==> src/verilog/ado_defines.svh <==
// Offsets, field positions, reset values and counts for the output stage
`ifndef ADO_DEFINES_SVH
`define ADO_DEFINES_SVH

`define ADO_SAMPLE_W        8
`define ADO_LEVEL_W         12
`define ADO_ADDR_W          8

// Register indices; byte address is four times the index
`define ADO_IDX_CTRL        4'h0
`define ADO_IDX_FULL_SCALE  4'h3
`define ADO_IDX_EXT_CFG     4'h9
`define ADO_IDX_STATUS      4'hA
`define ADO_IDX_MASK        4'hB
`define ADO_IDX_STATE       4'hC

// Control register fields
`define ADO_CTRL_DEMUX_BIT  0
`define ADO_CTRL_DDR_BIT    1
`define ADO_CTRL_RST        2'h1

// Extended configuration fields
`define ADO_EXT_TRIM_SKIP   0
`define ADO_EXT_CFG_RST     16'h0000

// Half full-scale thresholds (pin-selected and register reset value)
`define ADO_FS_HALF_LOW     12'h300
`define ADO_FS_HALF_HIGH    12'h400
`define ADO_FS_ADJ_RST      12'h400

// Interrupt status bits
`define ADO_ST_W            3
`define ADO_ST_OOR          0
`define ADO_ST_TRIM_START   1
`define ADO_ST_TRIM_DONE    2

// Pin synchroniser width: sample clock, extended select, range select
`define ADO_SYNC_W          3

`endif

==> src/verilog/ado_pkg.sv <==
// Types shared by the output stage modules
package ado_pkg;
`include "ado_defines.svh"

  // One conversion result of both channels
  typedef struct packed {
    logic [`ADO_SAMPLE_W-1:0] i;
    logic [`ADO_SAMPLE_W-1:0] q;
  } ado_pair_t;

  // Calibration trim sequencing
  typedef enum logic [1:0] {
    CAL_IDLE,
    CAL_TRIM,
    CAL_SKIP
  } ado_cal_t;

endpackage
==> src/verilog/ado_output_stage.sv <==
// Output demultiplexer, forwarded data strobe and range flag of a dual converter
//
// Functional notes
// - Demux mode: early bus lags late bus by one input clock cycle.
// - Earlier sample of each pair goes on the delayed early bus.
// - Non-demux mode disables both early buses; receiver leaves them floating.
// - Out-of-range high when input exceeds half full scale, pin or register.
// - Mirror strobe reproduces the forwarded strobe exactly.
// - Both buses launch with the forwarded strobe; receiver latches on it.
// - Demux strobe runs at half input rate SDR, quarter rate DDR.
// - Non-demux forces DDR; strobe at half the input clock rate.
// - Strobe stops during termination trim phase of calibration by default.
// - In extended mode, trim-skip bit set skips the trim so the strobe keeps running.
// - Power-on trim always happens; only later trims are skipped.
// - Later sample of each pair goes on the non-delayed late bus.
`timescale 1ns/1ps
module ado_output_stage
  import ado_pkg::*;
(
  input  wire logic                     pclk,                      // 40 MHz block clock
  input  wire logic                     presetn,                   // Async reset, active low
  input  wire logic                     psel,                      // APB select
  input  wire logic                     penable,                   // APB enable
  input  wire logic                     pwrite,                    // APB direction
  input  wire logic [`ADO_ADDR_W-1:0]   paddr,                     // APB byte address
  input  wire logic [31:0]              pwdata,                    // APB write data
  output logic      [31:0]              prdata,                    // APB read data
  output logic                          pready,                    // APB ready
  output logic                          pslverr,                   // APB error
  input  wire logic                     conv_clk,                  // Input sample clock
  input  wire ado_pair_t                sample,                    // Conversion result
  input  wire logic [`ADO_LEVEL_W-1:0]  i_level,                   // Signed I input level
  input  wire logic [`ADO_LEVEL_W-1:0]  q_level,                   // Signed Q input level
  input  wire logic                     trim_phase,                // Calibration at trim step
  input  wire logic                     extended_ctrl_select_pin,  // Low: extended mode
  input  wire logic                     range_select_pin,          // High: larger range
  output ado_pair_t                     late_samples,              // Late I/Q buses
  output ado_pair_t                     early_samples,             // Early I/Q buses
  output logic                          early_oe,                  // Early buses driven
  output logic                          forwarded_data_strobe,     // Forwarded data clock
  output logic                          mirror_data_strobe,        // Copy of data clock
  output logic                          out_of_range,              // Range flag
  output logic                          trim_active,               // Trim really running
  output logic                          irq                        // Level interrupt
);

  // Synchronised pins
  logic [`ADO_SYNC_W-1:0] pins_f;
  logic                   clk_f;
  logic                   ecs_f;
  logic                   range_f;

  ado_pin_sync #(
    .W     (`ADO_SYNC_W)
  ) u_sync (
    .pclk    (pclk),
    .presetn (presetn),
    .d_in    ({conv_clk, extended_ctrl_select_pin, range_select_pin}),
    .q_out   (pins_f)
  );

  assign clk_f   = pins_f[2];
  assign ecs_f   = pins_f[1];
  assign range_f = pins_f[0];

  // Register state
  logic [1:0]             ctrl;
  logic [`ADO_LEVEL_W-1:0] fs_adj;
  logic [15:0]            ext_cfg;
  logic [`ADO_ST_W-1:0]   status;
  logic [`ADO_ST_W-1:0]   mask;
  logic [1:0]             next_ctrl;
  logic [`ADO_LEVEL_W-1:0] next_fs_adj;
  logic [15:0]            next_ext_cfg;
  logic [`ADO_ST_W-1:0]   next_status;
  logic [`ADO_ST_W-1:0]   next_mask;

  // Datapath state
  logic                   clk_prev;
  logic                   phase;
  ado_pair_t              early_hold;
  logic                   next_phase;
  ado_pair_t              next_early_hold;
  ado_pair_t              next_late;
  ado_pair_t              next_early;
  logic                   next_strobe;
  logic                   next_oor;

  // Calibration state
  ado_cal_t               cal_state;
  ado_cal_t               next_cal_state;
  logic                   first_trim_done;
  logic                   next_first_trim_done;

  // Decoded controls
  logic                   ext_mode;
  logic                   demux_en;
  logic                   ddr_en;
  logic                   trim_skip_bit;
  logic                   conv_rise;
  logic [`ADO_LEVEL_W-1:0] half_range;
  logic                   wr_en;
  logic [3:0]             idx;
  logic                   mapped;
  logic [`ADO_ST_W-1:0]   events;

  // Magnitude of a two's complement level, saturating the most negative code
  function automatic logic [`ADO_LEVEL_W-1:0] mag(input logic [`ADO_LEVEL_W-1:0] v);
    logic [`ADO_LEVEL_W-1:0] n;
    n = ~v + 1'b1;
    if (!v[`ADO_LEVEL_W-1]) begin
      mag = v;
    end else if (n[`ADO_LEVEL_W-1]) begin
      mag = {1'b0, {(`ADO_LEVEL_W-1){1'b1}}};
    end else begin
      mag = n;
    end
  endfunction

  // Scale and trim-skip registers count only in extended mode; in pin mode the range pin sets the scale and no trim is skipped
  assign ext_mode      = ~ecs_f;
  assign trim_skip_bit = ext_mode & ext_cfg[`ADO_EXT_TRIM_SKIP];
  assign half_range    = ext_mode ? fs_adj
                       : (range_f ? `ADO_FS_HALF_HIGH : `ADO_FS_HALF_LOW);
  assign demux_en      = ctrl[`ADO_CTRL_DEMUX_BIT];
  assign ddr_en        = ctrl[`ADO_CTRL_DDR_BIT] | ~demux_en;
  assign conv_rise     = clk_f & ~clk_prev;
  assign trim_active   = (cal_state == CAL_TRIM);

  // Early buses stay released whole in non-demux mode
  assign early_oe           = demux_en;
  assign mirror_data_strobe = forwarded_data_strobe;

  // APB decode: zero wait states, error on unmapped word
  assign idx     = paddr[5:2];
  assign mapped  = (paddr[7:6] == 2'b00) && (paddr[1:0] == 2'b00)
                 && ((idx == `ADO_IDX_CTRL) || (idx == `ADO_IDX_FULL_SCALE)
                 || (idx == `ADO_IDX_EXT_CFG) || (idx == `ADO_IDX_STATUS)
                 || (idx == `ADO_IDX_MASK) || (idx == `ADO_IDX_STATE));
  assign pready  = 1'b1;
  assign pslverr = psel & penable & ~mapped;
  assign wr_en   = psel & penable & pwrite & mapped;

  // Read mux over stored registers and live state
  always_comb begin
    prdata = 32'h0000_0000;
    if (psel && !pwrite && mapped) begin
      case (idx)
        `ADO_IDX_CTRL:       prdata = {30'h0, ctrl};
        `ADO_IDX_FULL_SCALE: prdata = {20'h0, fs_adj};
        `ADO_IDX_EXT_CFG:    prdata = {16'h0, ext_cfg};
        `ADO_IDX_STATUS:     prdata = {29'h0, status};
        `ADO_IDX_MASK:       prdata = {29'h0, mask};
        `ADO_IDX_STATE:      prdata = {27'h0, first_trim_done, trim_active,
                                       ext_mode, range_f, phase};
        default:             prdata = 32'h0000_0000;
      endcase
    end
  end

  // Calibration trim sequencing
  always_comb begin
    next_cal_state       = cal_state;
    next_first_trim_done = first_trim_done;
    case (cal_state)
      CAL_IDLE: begin
        if (trim_phase) begin
          // Power-on trim always runs, later ones obey the skip bit
          if (trim_skip_bit && first_trim_done) begin
            next_cal_state = CAL_SKIP;
          end else begin
            next_cal_state = CAL_TRIM;
          end
        end
      end
      CAL_TRIM: begin
        if (!trim_phase) begin
          next_cal_state       = CAL_IDLE;
          next_first_trim_done = 1'b1;
        end
      end
      CAL_SKIP: begin
        if (!trim_phase) begin
          next_cal_state = CAL_IDLE;
        end
      end
      default: next_cal_state = CAL_IDLE;
    endcase
  end

  always_ff @(posedge pclk or negedge presetn) begin
    if (!presetn) begin
      cal_state       <= CAL_IDLE;
      first_trim_done <= 1'b0;
    end else begin
      cal_state       <= next_cal_state;
      first_trim_done <= next_first_trim_done;
    end
  end

  // Demultiplexer and strobe; nothing launches while the trim holds the strobe
  always_comb begin
    next_phase      = phase;
    next_early_hold = early_hold;
    next_late       = late_samples;
    next_early      = early_samples;
    next_strobe     = forwarded_data_strobe;
    next_oor        = out_of_range;
    if (trim_active) begin
      // Stopped strobe; pairing restarts cleanly afterwards
      next_phase = 1'b0;
    end else if (conv_rise) begin
      next_oor = (mag(i_level) > half_range) || (mag(q_level) > half_range);
      if (demux_en) begin
        if (!phase) begin
          // First of a pair waits one input cycle
          next_early_hold = sample;
          next_phase      = 1'b1;
          if (!ddr_en) begin
            next_strobe = ~forwarded_data_strobe;
          end
        end else begin
          // Pair launches together with a strobe edge
          next_early  = early_hold;
          next_late   = sample;
          next_phase  = 1'b0;
          next_strobe = ~forwarded_data_strobe;
        end
      end else begin
        // One word per input cycle on the late bus, both strobe edges used
        next_late   = sample;
        next_phase  = 1'b0;
        next_strobe = ~forwarded_data_strobe;
      end
    end
  end

  always_ff @(posedge pclk or negedge presetn) begin
    if (!presetn) begin
      clk_prev              <= 1'b0;
      phase                 <= 1'b0;
      early_hold            <= '0;
      late_samples          <= '0;
      early_samples         <= '0;
      forwarded_data_strobe <= 1'b0;
      out_of_range          <= 1'b0;
    end else begin
      clk_prev              <= clk_f;
      phase                 <= next_phase;
      early_hold            <= next_early_hold;
      late_samples          <= next_late;
      early_samples         <= next_early;
      forwarded_data_strobe <= next_strobe;
      out_of_range          <= next_oor;
    end
  end

  // Interrupt events: range flag rising, trim start, trim end
  always_comb begin
    events = '0;
    events[`ADO_ST_OOR]        = next_oor & ~out_of_range;
    events[`ADO_ST_TRIM_START] = (cal_state == CAL_IDLE) && (next_cal_state == CAL_TRIM);
    events[`ADO_ST_TRIM_DONE]  = (cal_state == CAL_TRIM) && (next_cal_state == CAL_IDLE);
  end

  // Software registers; a new event wins over a write-one clear
  always_comb begin
    next_ctrl    = ctrl;
    next_fs_adj  = fs_adj;
    next_ext_cfg = ext_cfg;
    next_mask    = mask;
    next_status  = status;
    if (wr_en) begin
      case (idx)
        `ADO_IDX_CTRL:       next_ctrl    = pwdata[1:0];
        `ADO_IDX_FULL_SCALE: next_fs_adj  = pwdata[`ADO_LEVEL_W-1:0];
        `ADO_IDX_EXT_CFG:    next_ext_cfg = pwdata[15:0];
        `ADO_IDX_STATUS:     next_status  = status & ~pwdata[`ADO_ST_W-1:0];
        `ADO_IDX_MASK:       next_mask    = pwdata[`ADO_ST_W-1:0];
        default:             next_ctrl    = ctrl;
      endcase
    end
    next_status = next_status | events;
  end

  always_ff @(posedge pclk or negedge presetn) begin
    if (!presetn) begin
      ctrl    <= `ADO_CTRL_RST;
      fs_adj  <= `ADO_FS_ADJ_RST;
      ext_cfg <= `ADO_EXT_CFG_RST;
      status  <= '0;
      mask    <= '0;
      irq     <= 1'b0;
    end else begin
      ctrl    <= next_ctrl;
      fs_adj  <= next_fs_adj;
      ext_cfg <= next_ext_cfg;
      status  <= next_status;
      mask    <= next_mask;
      irq     <= |(next_status & next_mask);
    end
  end

endmodule

==> src/verilog/ado_pin_sync.sv <==
// Three-stage synchroniser with agreement filter for asynchronous inputs
`timescale 1ns/1ps
module ado_pin_sync #(
  parameter int W = 1
) (
  input  wire logic         pclk,     // Block clock
  input  wire logic         presetn,  // Async reset, active low
  input  wire logic [W-1:0] d_in,     // Asynchronous inputs
  output logic      [W-1:0] q_out     // Filtered, synchronised levels
);

  logic [W-1:0] s1;
  logic [W-1:0] s2;
  logic [W-1:0] s3;
  logic [W-1:0] next_q_out;

  // Per bit: accept a change only once stages two and three agree
  genvar b;
  generate
    for (b = 0; b < W; b++) begin : g_bit
      always_comb begin
        next_q_out[b] = (s2[b] == s3[b]) ? s3[b] : q_out[b];
      end
    end
  endgenerate

  // First stage is read by the second stage only
  always_ff @(posedge pclk or negedge presetn) begin
    if (!presetn) begin
      s1    <= '0;
      s2    <= '0;
      s3    <= '0;
      q_out <= '0;
    end else begin
      s1    <= d_in;
      s2    <= s1;
      s3    <= s2;
      q_out <= next_q_out;
    end
  end

endmodule

==> config.mk <==
export PLATFORM = sky130hd
export DESIGN_NAME = ado_output_stage
export DESIGN_NICKNAME = d
export VERILOG_FILES = /design/src/verilog/ado_pkg.sv /design/src/verilog/ado_output_stage.sv /design/src/verilog/ado_pin_sync.sv
export VERILOG_INCLUDE_DIRS = /design/src /design/src/verilog
export SDC_FILE = /design/constraint.sdc
export NUM_CORES = 1
export LEC_CHECK = 0
export BUFFER_PORTS_ARGS = -buffer_cell sky130_fd_sc_hd__buf_2
export CORE_MARGIN = 5
export CORE_UTILIZATION = 48
export DETAILED_ROUTE_END_ITERATION = 10
export HOLD_SLACK_MARGIN = 0.08
export PLACE_DENSITY = 0.87
export SLEW_MARGIN = 20
export SYNTH_ARGS = -nofsm -noshare
export SYNTH_HDL_FRONTEND = slang
export SYNTH_HIERARCHICAL = 1
export SYNTH_SLANG_ARGS = --single-unit
==> constraint.sdc <==
create_clock -name pclk -period 2.3 [get_ports pclk]
set_clock_uncertainty 0.1 [all_clocks]
set_input_delay 0 -clock pclk [delete_from_list [all_inputs] [get_ports pclk]]
set_output_delay 0 -clock pclk [all_outputs]
set_load 0.1 [all_outputs]
Word level (Yosys, flattened, before mapping)
Index checks and enable logic that the tools add are counted.
{ "totals": {"register_bits": 104, "output_inout_bits": 72} }
{ "op_classes": {"addsub": 2, "magnitude_cmp": 2, "n_eq_ne": 13, "mux": 31, "bitwise_logic": 23, "reduce_logical": 30} }
{ "op_table": {"columns": ["op", "count"], "rows": [
  ["one-hot mux 16 bit (6 select lines)", 1],
  ["2-to-1 mux 12 bit", 5],
  ["2-to-1 mux 11 bit", 5],
  ["2-to-1 mux 16 bit", 2],
  ["2-to-1 mux 32 bit", 1],
  ["adder 12 x 1 -> 12 bit (second input constant)", 2],
  ["> comparator 12 bit", 2],
  ["NOT 12 bit", 2],
  ["== test 4 bit (second input constant)", 4],
  ["2-to-1 mux 3 bit", 4],
  ["2-to-1 mux 1 bit", 9],
  ["NOT 1 bit", 9],
  ["zero test 2 bit", 4],
  ["AND reduction 2 bit", 4],
  ["AND reduction 4 bit", 2],
  ["bitwise AND 1 bit", 7],
  ["logical AND 1 bit", 7],
  ["bitwise AND 3 bit", 2],
  ["logical OR 1 bit", 6],
  ["2-to-1 mux 2 bit", 3],
  ["AND reduction 3 bit", 2],
  ["== test 2 x 1 -> 1 bit (second input constant)", 2],
  ["== test 4 x 2 -> 1 bit (second input constant)", 1],
  ["zero test 4 bit", 1],
  ["12 further kinds", 14]
]} }

Depth between registers and ports, before layout
Gate-level depths: netlist of run 1.
{ "depth": {"word_depth": 14, "ltp_mapped": 14} }

Modules after synthesis
Netlist of run 1, hierarchy kept.
{ "modules_own_cells": {"columns": ["module", "n_inst", "cells_each", "area_per_inst_um2"], "rows": [
  ["ado_output_stage", 1, 495, 5336.4],
  ["ado_pin_sync", 1, 15, 334.1]
]} }

Worst setup path after synthesis of run 1
No wires, ideal clock.
{ "synth_path": {"kind": "reg2out", "start": "reg cal_state[1]", "end": "out prdata[3]", "t_arrival_ns": 2.889, "setup_slack_ns": -0.689, "stages_incl_launch_ff": 6, "n_path_buf": 0, "cell_sequence": "dfrtp_1 > inv_1 > ha_1 > a22o_1 > a32oi_1 > nor2_1"} }
{ "synth_between": {"elab_chain_cells": 3} }
{ "synth_rtl": {"columns": ["item", "line", "text"], "rows": [
  ["from (decl)", "ado_output_stage.sv:90", "ado_cal_t cal_state;"],
  ["from (signal assigned)", "ado_output_stage.sv:196", "cal_state <= next_cal_state;"],
  ["== test 2 x 1 -> 1 bit", "ado_output_stage.sv:128", "assign trim_active = (cal_state == CAL_TRIM);"],
  ["named net trim_active", "ado_output_stage.sv:43", "output logic trim_active,"],
  ["one-hot mux 16 bit (6 select lines)", "ado_output_stage.sv:148", "case (idx)"],
  ["2-to-1 mux 32 bit", "ado_output_stage.sv:147", "if (psel && !pwrite && mapped) begin"],
  ["to (decl)", "ado_output_stage.sv:27", "output logic [31:0] prdata,"]
]} }
The timed path passes the listed nets, and every way through them passes these cells.

Worst setup path in the final report of run 1
{ "layout_path": {"start": "in i_level[3]", "end": "reg out_of_range"} }
{ "layout_between": {"elab_chain_cells": 10} }
{ "layout_rtl": {"columns": ["item", "line", "text"], "rows": [
  ["from (decl)", "ado_output_stage.sv:32", "input wire logic [`ADO_LEVEL_W-1:0] i_level,"],
  ["NOT 12 bit", "ado_output_stage.sv:110", "n = ~v + 1'b1;"],
  ["adder 12 x 1 -> 12 bit", "ado_output_stage.sv:110", null],
  ["2-to-1 mux 11 bit", "ado_output_stage.sv:113", "end else if (n[`ADO_LEVEL_W-1]) begin"],
  ["2-to-1 mux 11 bit *", "ado_output_stage.sv:111", "if (!v[`ADO_LEVEL_W-1]) begin"],
  ["2-to-1 mux 12 bit *", "ado_output_stage.sv:212", "end else if (conv_rise) begin"],
  ["2-to-1 mux 12 bit *", "ado_output_stage.sv:209", "if (trim_active) begin"],
  ["> comparator 12 bit *", "ado_output_stage.sv:213", "next_oor = (mag(i_level) > half_range) || (mag(q_level) > half_range);"],
  ["logical OR 1 bit *", "ado_output_stage.sv:213", null],
  ["2-to-1 mux 1 bit *", "ado_output_stage.sv:212", null],
  ["2-to-1 mux 1 bit *", "ado_output_stage.sv:209", null],
  ["named net next_oor", "ado_output_stage.sv:87", "logic next_oor;"],
  ["to (signal assigned)", "ado_output_stage.sv:254", "out_of_range <= next_oor;"],
  ["to (decl)", "ado_output_stage.sv:42", "output logic out_of_range,"]
]} }
The timed path passes the listed nets; every way through them passes the cells marked *. The select of a mux whose other input is x is not followed.
A chain may end at the register's enable or synchronous reset.

==> Implementation_results.wiki, run 1 <==
{| class="wikitable"
! Metric !! Value
|-
| Type of element capturing the critical path || flop
|-
| Sequential cell area fraction in the yosys report || 45.94%
|-
| Leakage || 0.003710 µW
|-
| Most instantiated cells after synthesis || 102 x sky130_fd_sc_hd__dfrtp_1, 82 x sky130_fd_sc_hd__mux2_1, 43 x sky130_fd_sc_hd__nand2_1
|-
| Fraction of registers with async set/reset || 100.0%
|-
| Avg Synthesized Cell Area || 11.12 µm²
|-
| Wire length of the first global-routing pass || 26,700 µm
|-
| Count of unique library cells instantiated by Yosys || 58
|-
| Clock root buffer || sky130_fd_sc_hd__clkbuf_16
|-
| Setup repair after global routing missed its margin || true
|-
| Sum of negative setup slack || -0.6719 ns
|-
| Count of port buffers added during placement || 127
|-
| Detailed router's first-iteration violation count || 372
|-
| TritonCTS buffer count || 9
|-
| Core Util, Final || 67.34%
|-
| Time the final worst path needs with I/O delays and setup || 2.533 ns
|-
| Synth Cell Area || 5670 µm²
|-
| Worst-path clk slew || 0.07 ns
|-
| Metal3 WL || 1153 µm
|-
| Number of synthesized register bits || 104
|-
| Final routed wire length divided by cell count || 19.42 µm
|-
| Synthesized instance count || 510
|-
| Status || finished with violations
|-
| Clock buffer depth || 2
|-
| Most repeated cell in the gate-level netlist after synthesis || sky130_fd_sc_hd__dfrtp_1
|-
| WL met1 || 6397 µm
|-
| DR DRC count || 0
|-
| Area enclosed by the die boundary || 14,090 µm²
|-
| Number of antenna violations at the first check in global routing || 0
|-
| Endpoints failing hold || 0
|-
| Count of fill cells added during filler insertion || 785
|-
| Number of primary I/O pins || 161
|-
| Die boundary height || 118.7 µm
|-
| P per Cell Area || 826.2 nW/µm²
|-
| Crit path max fanout || 3
|-
| Fmax || 394.8 MHz
|-
| Vias in the first global route || 5,174
|-
| Placed standard-cell area || 6948 µm²
|-
| Floorplan core area || 11,520 µm²
|-
| Number of enable-type register cells in the synthesized netlist || 0
|-
| Routed length on met2 || 8259 µm
|-
| Detailed placer's ending HPWL || 11,240 µm
|-
| Relative area change from synthesis to final layout || 36.76%
|-
| Diode insertion count for antenna repair || 0
|-
| Floorplan die width || 118.7 µm
|-
| Ranking of synthesized cells by area || sky130_fd_sc_hd__dfrtp_1 45%, sky130_fd_sc_hd__mux2_1 16%, sky130_fd_sc_hd__ha_1 6.0%
|-
| Dominant register cell in the synthesized netlist || sky130_fd_sc_hd__dfrtp_1
|-
| Via-per-instance ratio || 5.587
|-
| Pin count of the biggest net entering global routing || 48
|-
| Overall Global Routing Usage || 23.61%
|-
| Final Setup Violations || 3
|-
| Post-detailed-routing wire length || 16,560 µm
|-
| Post-synth top area share || 45.01%
|-
| Net count of the finished layout || 821
|-
| Post-route antenna net violation count || 0
|-
| Fraction of layout cells with a size suffix above 1 || 33.38%
|-
| Clk sinks || 104
|-
| Post-route clock period utilization || 110.1%
|-
| Count of max-cap constraint violations || 0
|-
| Detailed-routing iteration count for the pre-antenna-repair pass || 4
|-
| Row cnt || 39
|-
| Failing checks || negative setup slack
|-
| Total overflow reported by the global router || 0
|-
| Global placement routability congestion || 0.9347
|-
| Max-slew headroom at the worst pin || 57.80%
|-
| Max IR drop VDD || 0.001287 V
|-
| Clock tree from TritonCTS || built
|-
| Level count of the clock H-tree || 3
|-
| Most area-hungry cell type in the Yosys netlist || sky130_fd_sc_hd__dfrtp_1
|-
| Final worst slack || -0.2330 ns
|-
| Initial standard-cell utilization of the core || 49.24%
|-
| Worst Path Required || 2.48 ns
|-
| Crit path launch type || primary input
|-
| Critical path arrival || 2.71 ns
|-
| Vias post-DR || 4,766
|-
| Uppermost signal routing layer after detailed routing || met4
|-
| Post-route cell area || 7755 µm²
|-
| Final count of pins violating max slew || 0
|-
| Yosys Warn Count || 6
|-
| Skew-Pair Late Insertion Delay || 0.35 ns
|-
| Slew at the pin closest to its max-slew limit || 0.6282 ns
|-
| Kind of path behind the tightest hold check || in -> async
|-
| Worst Setup Path Type || in -> reg
|}
cell usage in the layout, fill, tap and decap left out, types with 4 or more instances in the layout:
cell,Yosys,layout
sky130_fd_sc_hd__a21oi_1,20,16
sky130_fd_sc_hd__a21oi_2,0,4
sky130_fd_sc_hd__a22o_1,8,8
sky130_fd_sc_hd__a22oi_1,10,9
sky130_fd_sc_hd__a31oi_1,7,6
sky130_fd_sc_hd__buf_12,0,14
sky130_fd_sc_hd__buf_2,2,112
sky130_fd_sc_hd__buf_4,18,40
sky130_fd_sc_hd__clkbuf_16,0,9
sky130_fd_sc_hd__conb_1,2,17
sky130_fd_sc_hd__dfrtp_1,102,102
sky130_fd_sc_hd__dlygate4sd3_1,0,37
sky130_fd_sc_hd__ha_1,27,26
sky130_fd_sc_hd__inv_1,13,13
sky130_fd_sc_hd__mux2_1,82,82
sky130_fd_sc_hd__nand2_1,43,43
sky130_fd_sc_hd__nand2b_1,7,7
sky130_fd_sc_hd__nand3_1,8,5
sky130_fd_sc_hd__nand4_1,5,5
sky130_fd_sc_hd__nor2_1,27,16
sky130_fd_sc_hd__nor2_2,0,4
sky130_fd_sc_hd__nor2_4,0,7
sky130_fd_sc_hd__nor2b_1,13,13
sky130_fd_sc_hd__o211ai_1,4,4
sky130_fd_sc_hd__o21ai_0,8,6
sky130_fd_sc_hd__o21ai_1,4,6
sky130_fd_sc_hd__o31ai_1,7,6
sky130_fd_sc_hd__xor2_1,13,13
metal layers:
layer  vias up  global-route usage (%)
met5         -                       0
met4         0                   13.61
met3        50                   5.396
met2       211                   40.64
met1      2308                   26.94
li1       2197                       -
final timing paths:
check | startpoint | to | slack [ns] | depth (start not counted)
setup / recovery | i_level[3] | out_of_range | -0.23 | 13
hold reg to reg | u_sync/s1[1] | u_sync/s2[1] | 0.25 | 0
setup reg to reg | u_sync/q_out[1] | irq | 0.01 | 9
hold / removal | presetn | late_samples[12] | 0.1 | 3
min in group pclk | paddr[2] | ctrl[1] | 0.15 | 4
max in group asynchronous | presetn | forwarded_data_strobe | 1.64 | 3
report_power, final:
group | switching (µW) | internal [µW] | total, µW
Sequential | 150 | 2040 | 2190
Combinational | 2080 | 561 | 2640
Clock | 701 | 876 | 1580
logic make-up (layout without fill, tap and decap cells):
group / count (synthesis) / after routing / synth area share [%]
buf+inv: 50 / 235 / 4.810
compound gates: 83 / 83 / 10.15
flops: 104 / 104 / 45.94
fa+ha+maj: 30 / 30 / 6.553
xor+xnor: 15 / 15 / 2.317
simple gates: 139 / 139 / 12.86
mux: 87 / 87 / 17.23
other cells: 2 / 17 / 0.1324
sequential cells by signal, summed over array words and instances (netlist names), 2 cells and up:
register	cells
status	3
u_sync/q_out	3
u_sync/s1	3
early_samples	16
early_hold	16
late_samples	16
u_sync/s2	3
ext_cfg	16
mask	3
fs_adj	12
cal_state	2
u_sync/s3	3
ctrl	2
critical path, cell delays in order:
cell and delay [ns]:
sky130_fd_sc_hd__buf_2 0.10, sky130_fd_sc_hd__or3_4 0.39, sky130_fd_sc_hd__or4_4 0.45, sky130_fd_sc_hd__buf_4 0.16
sky130_fd_sc_hd__o21ai_1 0.14, sky130_fd_sc_hd__xor2_1 0.17, sky130_fd_sc_hd__nand2_1 0.07, sky130_fd_sc_hd__ha_1 0.31
sky130_fd_sc_hd__nand4_1 0.19, sky130_fd_sc_hd__a2111o_1 0.38, sky130_fd_sc_hd__a21oi_2 0.20, sky130_fd_sc_hd__o21ai_1 0.08
sky130_fd_sc_hd__nand2_1 0.07
area by class of cell:
type	count	area, µm²	share of cell area (%)
clock buffer	10	239.0	3.082
multi-input combinational	371	3075	39.66
sequential	104	2609	33.64
inverter	14	52.55	0.6776
clock inverter	6	66.31	0.8551
timing repair buffer	205	1534	19.78
tap	143	178.9	2.307
metrics by stage:
step | std cells | power, µW | hold slack (ns) | worst slack, ns
after CTS | 852 | 6341 | 0.08223 | -0.1957
final | 853 | 6407 | 0.09531 | -0.2330
after floorplan | 525 | 4208 | -0.3956 | -0.3380
after global routing | 853 | 6637 | 0.09620 | -0.3374
after detailed placement | 797 | 4709 | -0.1468 | -0.6218
after global placement | 797 | 4646 | -0.1550 | -0.5312
repair_timing:
action                                  4_1_cts  5_1_grt
setup buffers                                 1        1
endpoints found under the hold margin       177        0
hold buffers                                 38        0
gates resized for setup                      14        5
endpoints found under the setup margin        3       19
pin swaps                                     1        1
Power figures use the tool's default switching activity.
==> run 2: changes to the inputs <==
- BUFFER_PORTS_ARGS: -buffer_cell sky130_fd_sc_hd__buf_2 -> -buffer_cell sky130_fd_sc_hd__buf_4
==> run 2 against run 1 <==
The run still ends with negative setup slack left. Design area rose by 0.79%. Register-to-register slack better by 0.03 ns. Via count down 1.8%. Fmax grew 0.30%. Worst hold slack improved by 0.054 ns. Die area did not move. Largest power group unchanged. Highest routed layer unchanged.
==> Implementation_results.wiki, run 2 (same netlist as run 1, synthesis figures left out) <==
{| class="wikitable"
! Metric !! Value
|-
| Crit path max fanout || 4
|-
| DR DRC count || 0
|-
| Floorplan core area || 11,520 µm²
|-
| Post-detailed-routing wire length || 15,710 µm
|-
| Pin count of the biggest net entering global routing || 105
|-
| Fraction of layout cells with a size suffix above 1 || 32.02%
|-
| Crit path launch type || primary input
|-
| Floorplan die width || 118.7 µm
|-
| Skew-Pair Late Insertion Delay || 0.35 ns
|-
| Total overflow reported by the global router || 0
|-
| Clock buffer depth || 2
|-
| Time the final worst path needs with I/O delays and setup || 2.526 ns
|-
| TritonCTS buffer count || 9
|-
| Global placement routability congestion || 0.9195
|-
| Detailed router's first-iteration violation count || 304
|-
| Type of element capturing the critical path || flop
|-
| Endpoints failing hold || 0
|-
| Slew at the pin closest to its max-slew limit || 0.5609 ns
|-
| Final Hold Slack || 0.1491 ns
|-
| Max IR drop VDD || 0.001341 V
|-
| Initial standard-cell utilization of the core || 49.24%
|-
| Fmax || 396.0 MHz
|-
| Final Setup Violations || 3
|-
| Count of placed standard cells including taps || 799
|-
| Failing checks || negative setup slack
|-
| Vias in the first global route || 4,936
|-
| Via-per-instance ratio || 5.471
|-
| Clock tree from TritonCTS || built
|-
| Number of antenna violations at the first check in global routing || 0
|-
| P per Cell Area || 820.3 nW/µm²
|-
| Count of max-cap constraint violations || 0
|-
| Overall Global Routing Usage || 22.70%
|-
| Worst Setup Path Type || in -> reg
|-
| Area enclosed by the die boundary || 14,090 µm²
|-
| Max-slew headroom at the worst pin || 62.32%
|-
| Leakage || 0.003755 µW
|-
| Vias post-DR || 4,678
|-
| Detailed placer's ending HPWL || 11,080 µm
|-
| Kind of path behind the tightest hold check || in -> async
|-
| Diode insertion count for antenna repair || 0
|-
| Post-route antenna net violation count || 0
|-
| Final instance count without filler cells || 855
|-
| Detailed-routing iteration count for the pre-antenna-repair pass || 4
|-
| Leading cell type in the layout, fill and taps excluded || sky130_fd_sc_hd__buf_4
|-
| Wire length of the first global-routing pass || 25,930 µm
|-
| Clock root buffer || sky130_fd_sc_hd__clkbuf_16
|-
| Core Util, Final || 67.87%
|-
| Critical path arrival || 2.71 ns
|-
| Row cnt || 39
|-
| Sum of negative setup slack || -0.6147 ns
|-
| Worst-path clk slew || 0.07 ns
|-
| Status || finished with violations
|-
| Number of primary I/O pins || 161
|-
| Relative area change from synthesis to final layout || 37.84%
|-
| Final worst slack || -0.2256 ns
|-
| Net count of the finished layout || 823
|-
| Count of port buffers added during placement || 127
|-
| Level count of the clock H-tree || 3
|-
| Post-route clock period utilization || 109.8%
|-
| Clk sinks || 104
|-
| Final count of pins violating max slew || 0
|-
| Most frequent cells in the layout || 164 x sky130_fd_sc_hd__buf_4, 102 x sky130_fd_sc_hd__dfrtp_1, 82 x sky130_fd_sc_hd__mux2_1
|-
| Final routed wire length divided by cell count || 18.37 µm
|-
| Setup repair after global routing missed its margin || true
|-
| Die boundary height || 118.7 µm
|-
| Worst Path Required || 2.48 ns
|}
## run 2: layout make-up
type,count,area (µm²)
Inverter,14,52.55
Clock inverter,7,53.80
Fill cell,805,3700
Timing Repair Buffer,207,1684
Tap cell,143,178.9
Multi-Input combinational cell,371,3013
Sequential cell,104,2609
Clock buffer,9,225.2
## run 2: final timing paths
check / startpoint / end / slack, ns / cells after the start
setup / recovery: q_level[3] / irq / -0.23 / 14
hold / removal: presetn / ext_cfg[1] / 0.15 / 3
setup reg to reg: u_sync/q_out[1] / irq / 0.04 / 9
hold reg to reg: u_sync/s1[1] / u_sync/s2[1] / 0.26 / 0
max in group asynchronous: presetn / fs_adj[10] / 1.53 / 3
min in group pclk: paddr[2] / ctrl[1] / 0.17 / 5
## run 2: critical path, cell delays in order
cell	delay, ns
sky130_fd_sc_hd__buf_6	0.09
sky130_fd_sc_hd__or3_4	0.39
sky130_fd_sc_hd__or4_4	0.45
sky130_fd_sc_hd__nor4_4	0.23
sky130_fd_sc_hd__nand2_1	0.09
sky130_fd_sc_hd__a21oi_1	0.14
sky130_fd_sc_hd__a31oi_1	0.06
sky130_fd_sc_hd__ha_1	0.32
sky130_fd_sc_hd__a21oi_2	0.07
sky130_fd_sc_hd__o32ai_2	0.29
sky130_fd_sc_hd__nor3_2	0.10
sky130_fd_sc_hd__o31ai_2	0.32
sky130_fd_sc_hd__o21ai_1	0.09
sky130_fd_sc_hd__nand2_1	0.06
## run 2: metal layers
layer | global-route usage (%) | share of wire (%)
met5 | 0 | 0
met4 | 7.096 | 2.4
met3 | 6.256 | 7.6
met2 | 38.54 | 50
met1 | 28.22 | 40
## run 2: power breakdown
group / switching (µW) / internal (µW) / total (µW)
Clock: 719 / 749 / 1470
Combinational: 2050 / 692 / 2750
Sequential: 158 / 2040 / 2200
Total: 2930 / 3480 / 6410
## run 2: repair_timing
item,in CTS,in global routing
hold buffers,39,0
setup endpoints to repair,3,3
pin swaps,1,1
endpoints found under the hold margin,178,0
gates resized for setup,6,1
buffers inserted,0,1
## run 2: through the flow
stage               area (µm²)  total power (µW)  worst slack, ns
global route              7816              6666          -0.3823
detailed placement        7111              4865          -0.6429
global placement          7111              4807          -0.5470
floorplan                 5877              4208          -0.3380
finish                    7816              6412          -0.2256
CTS                       7802              6388          -0.2092
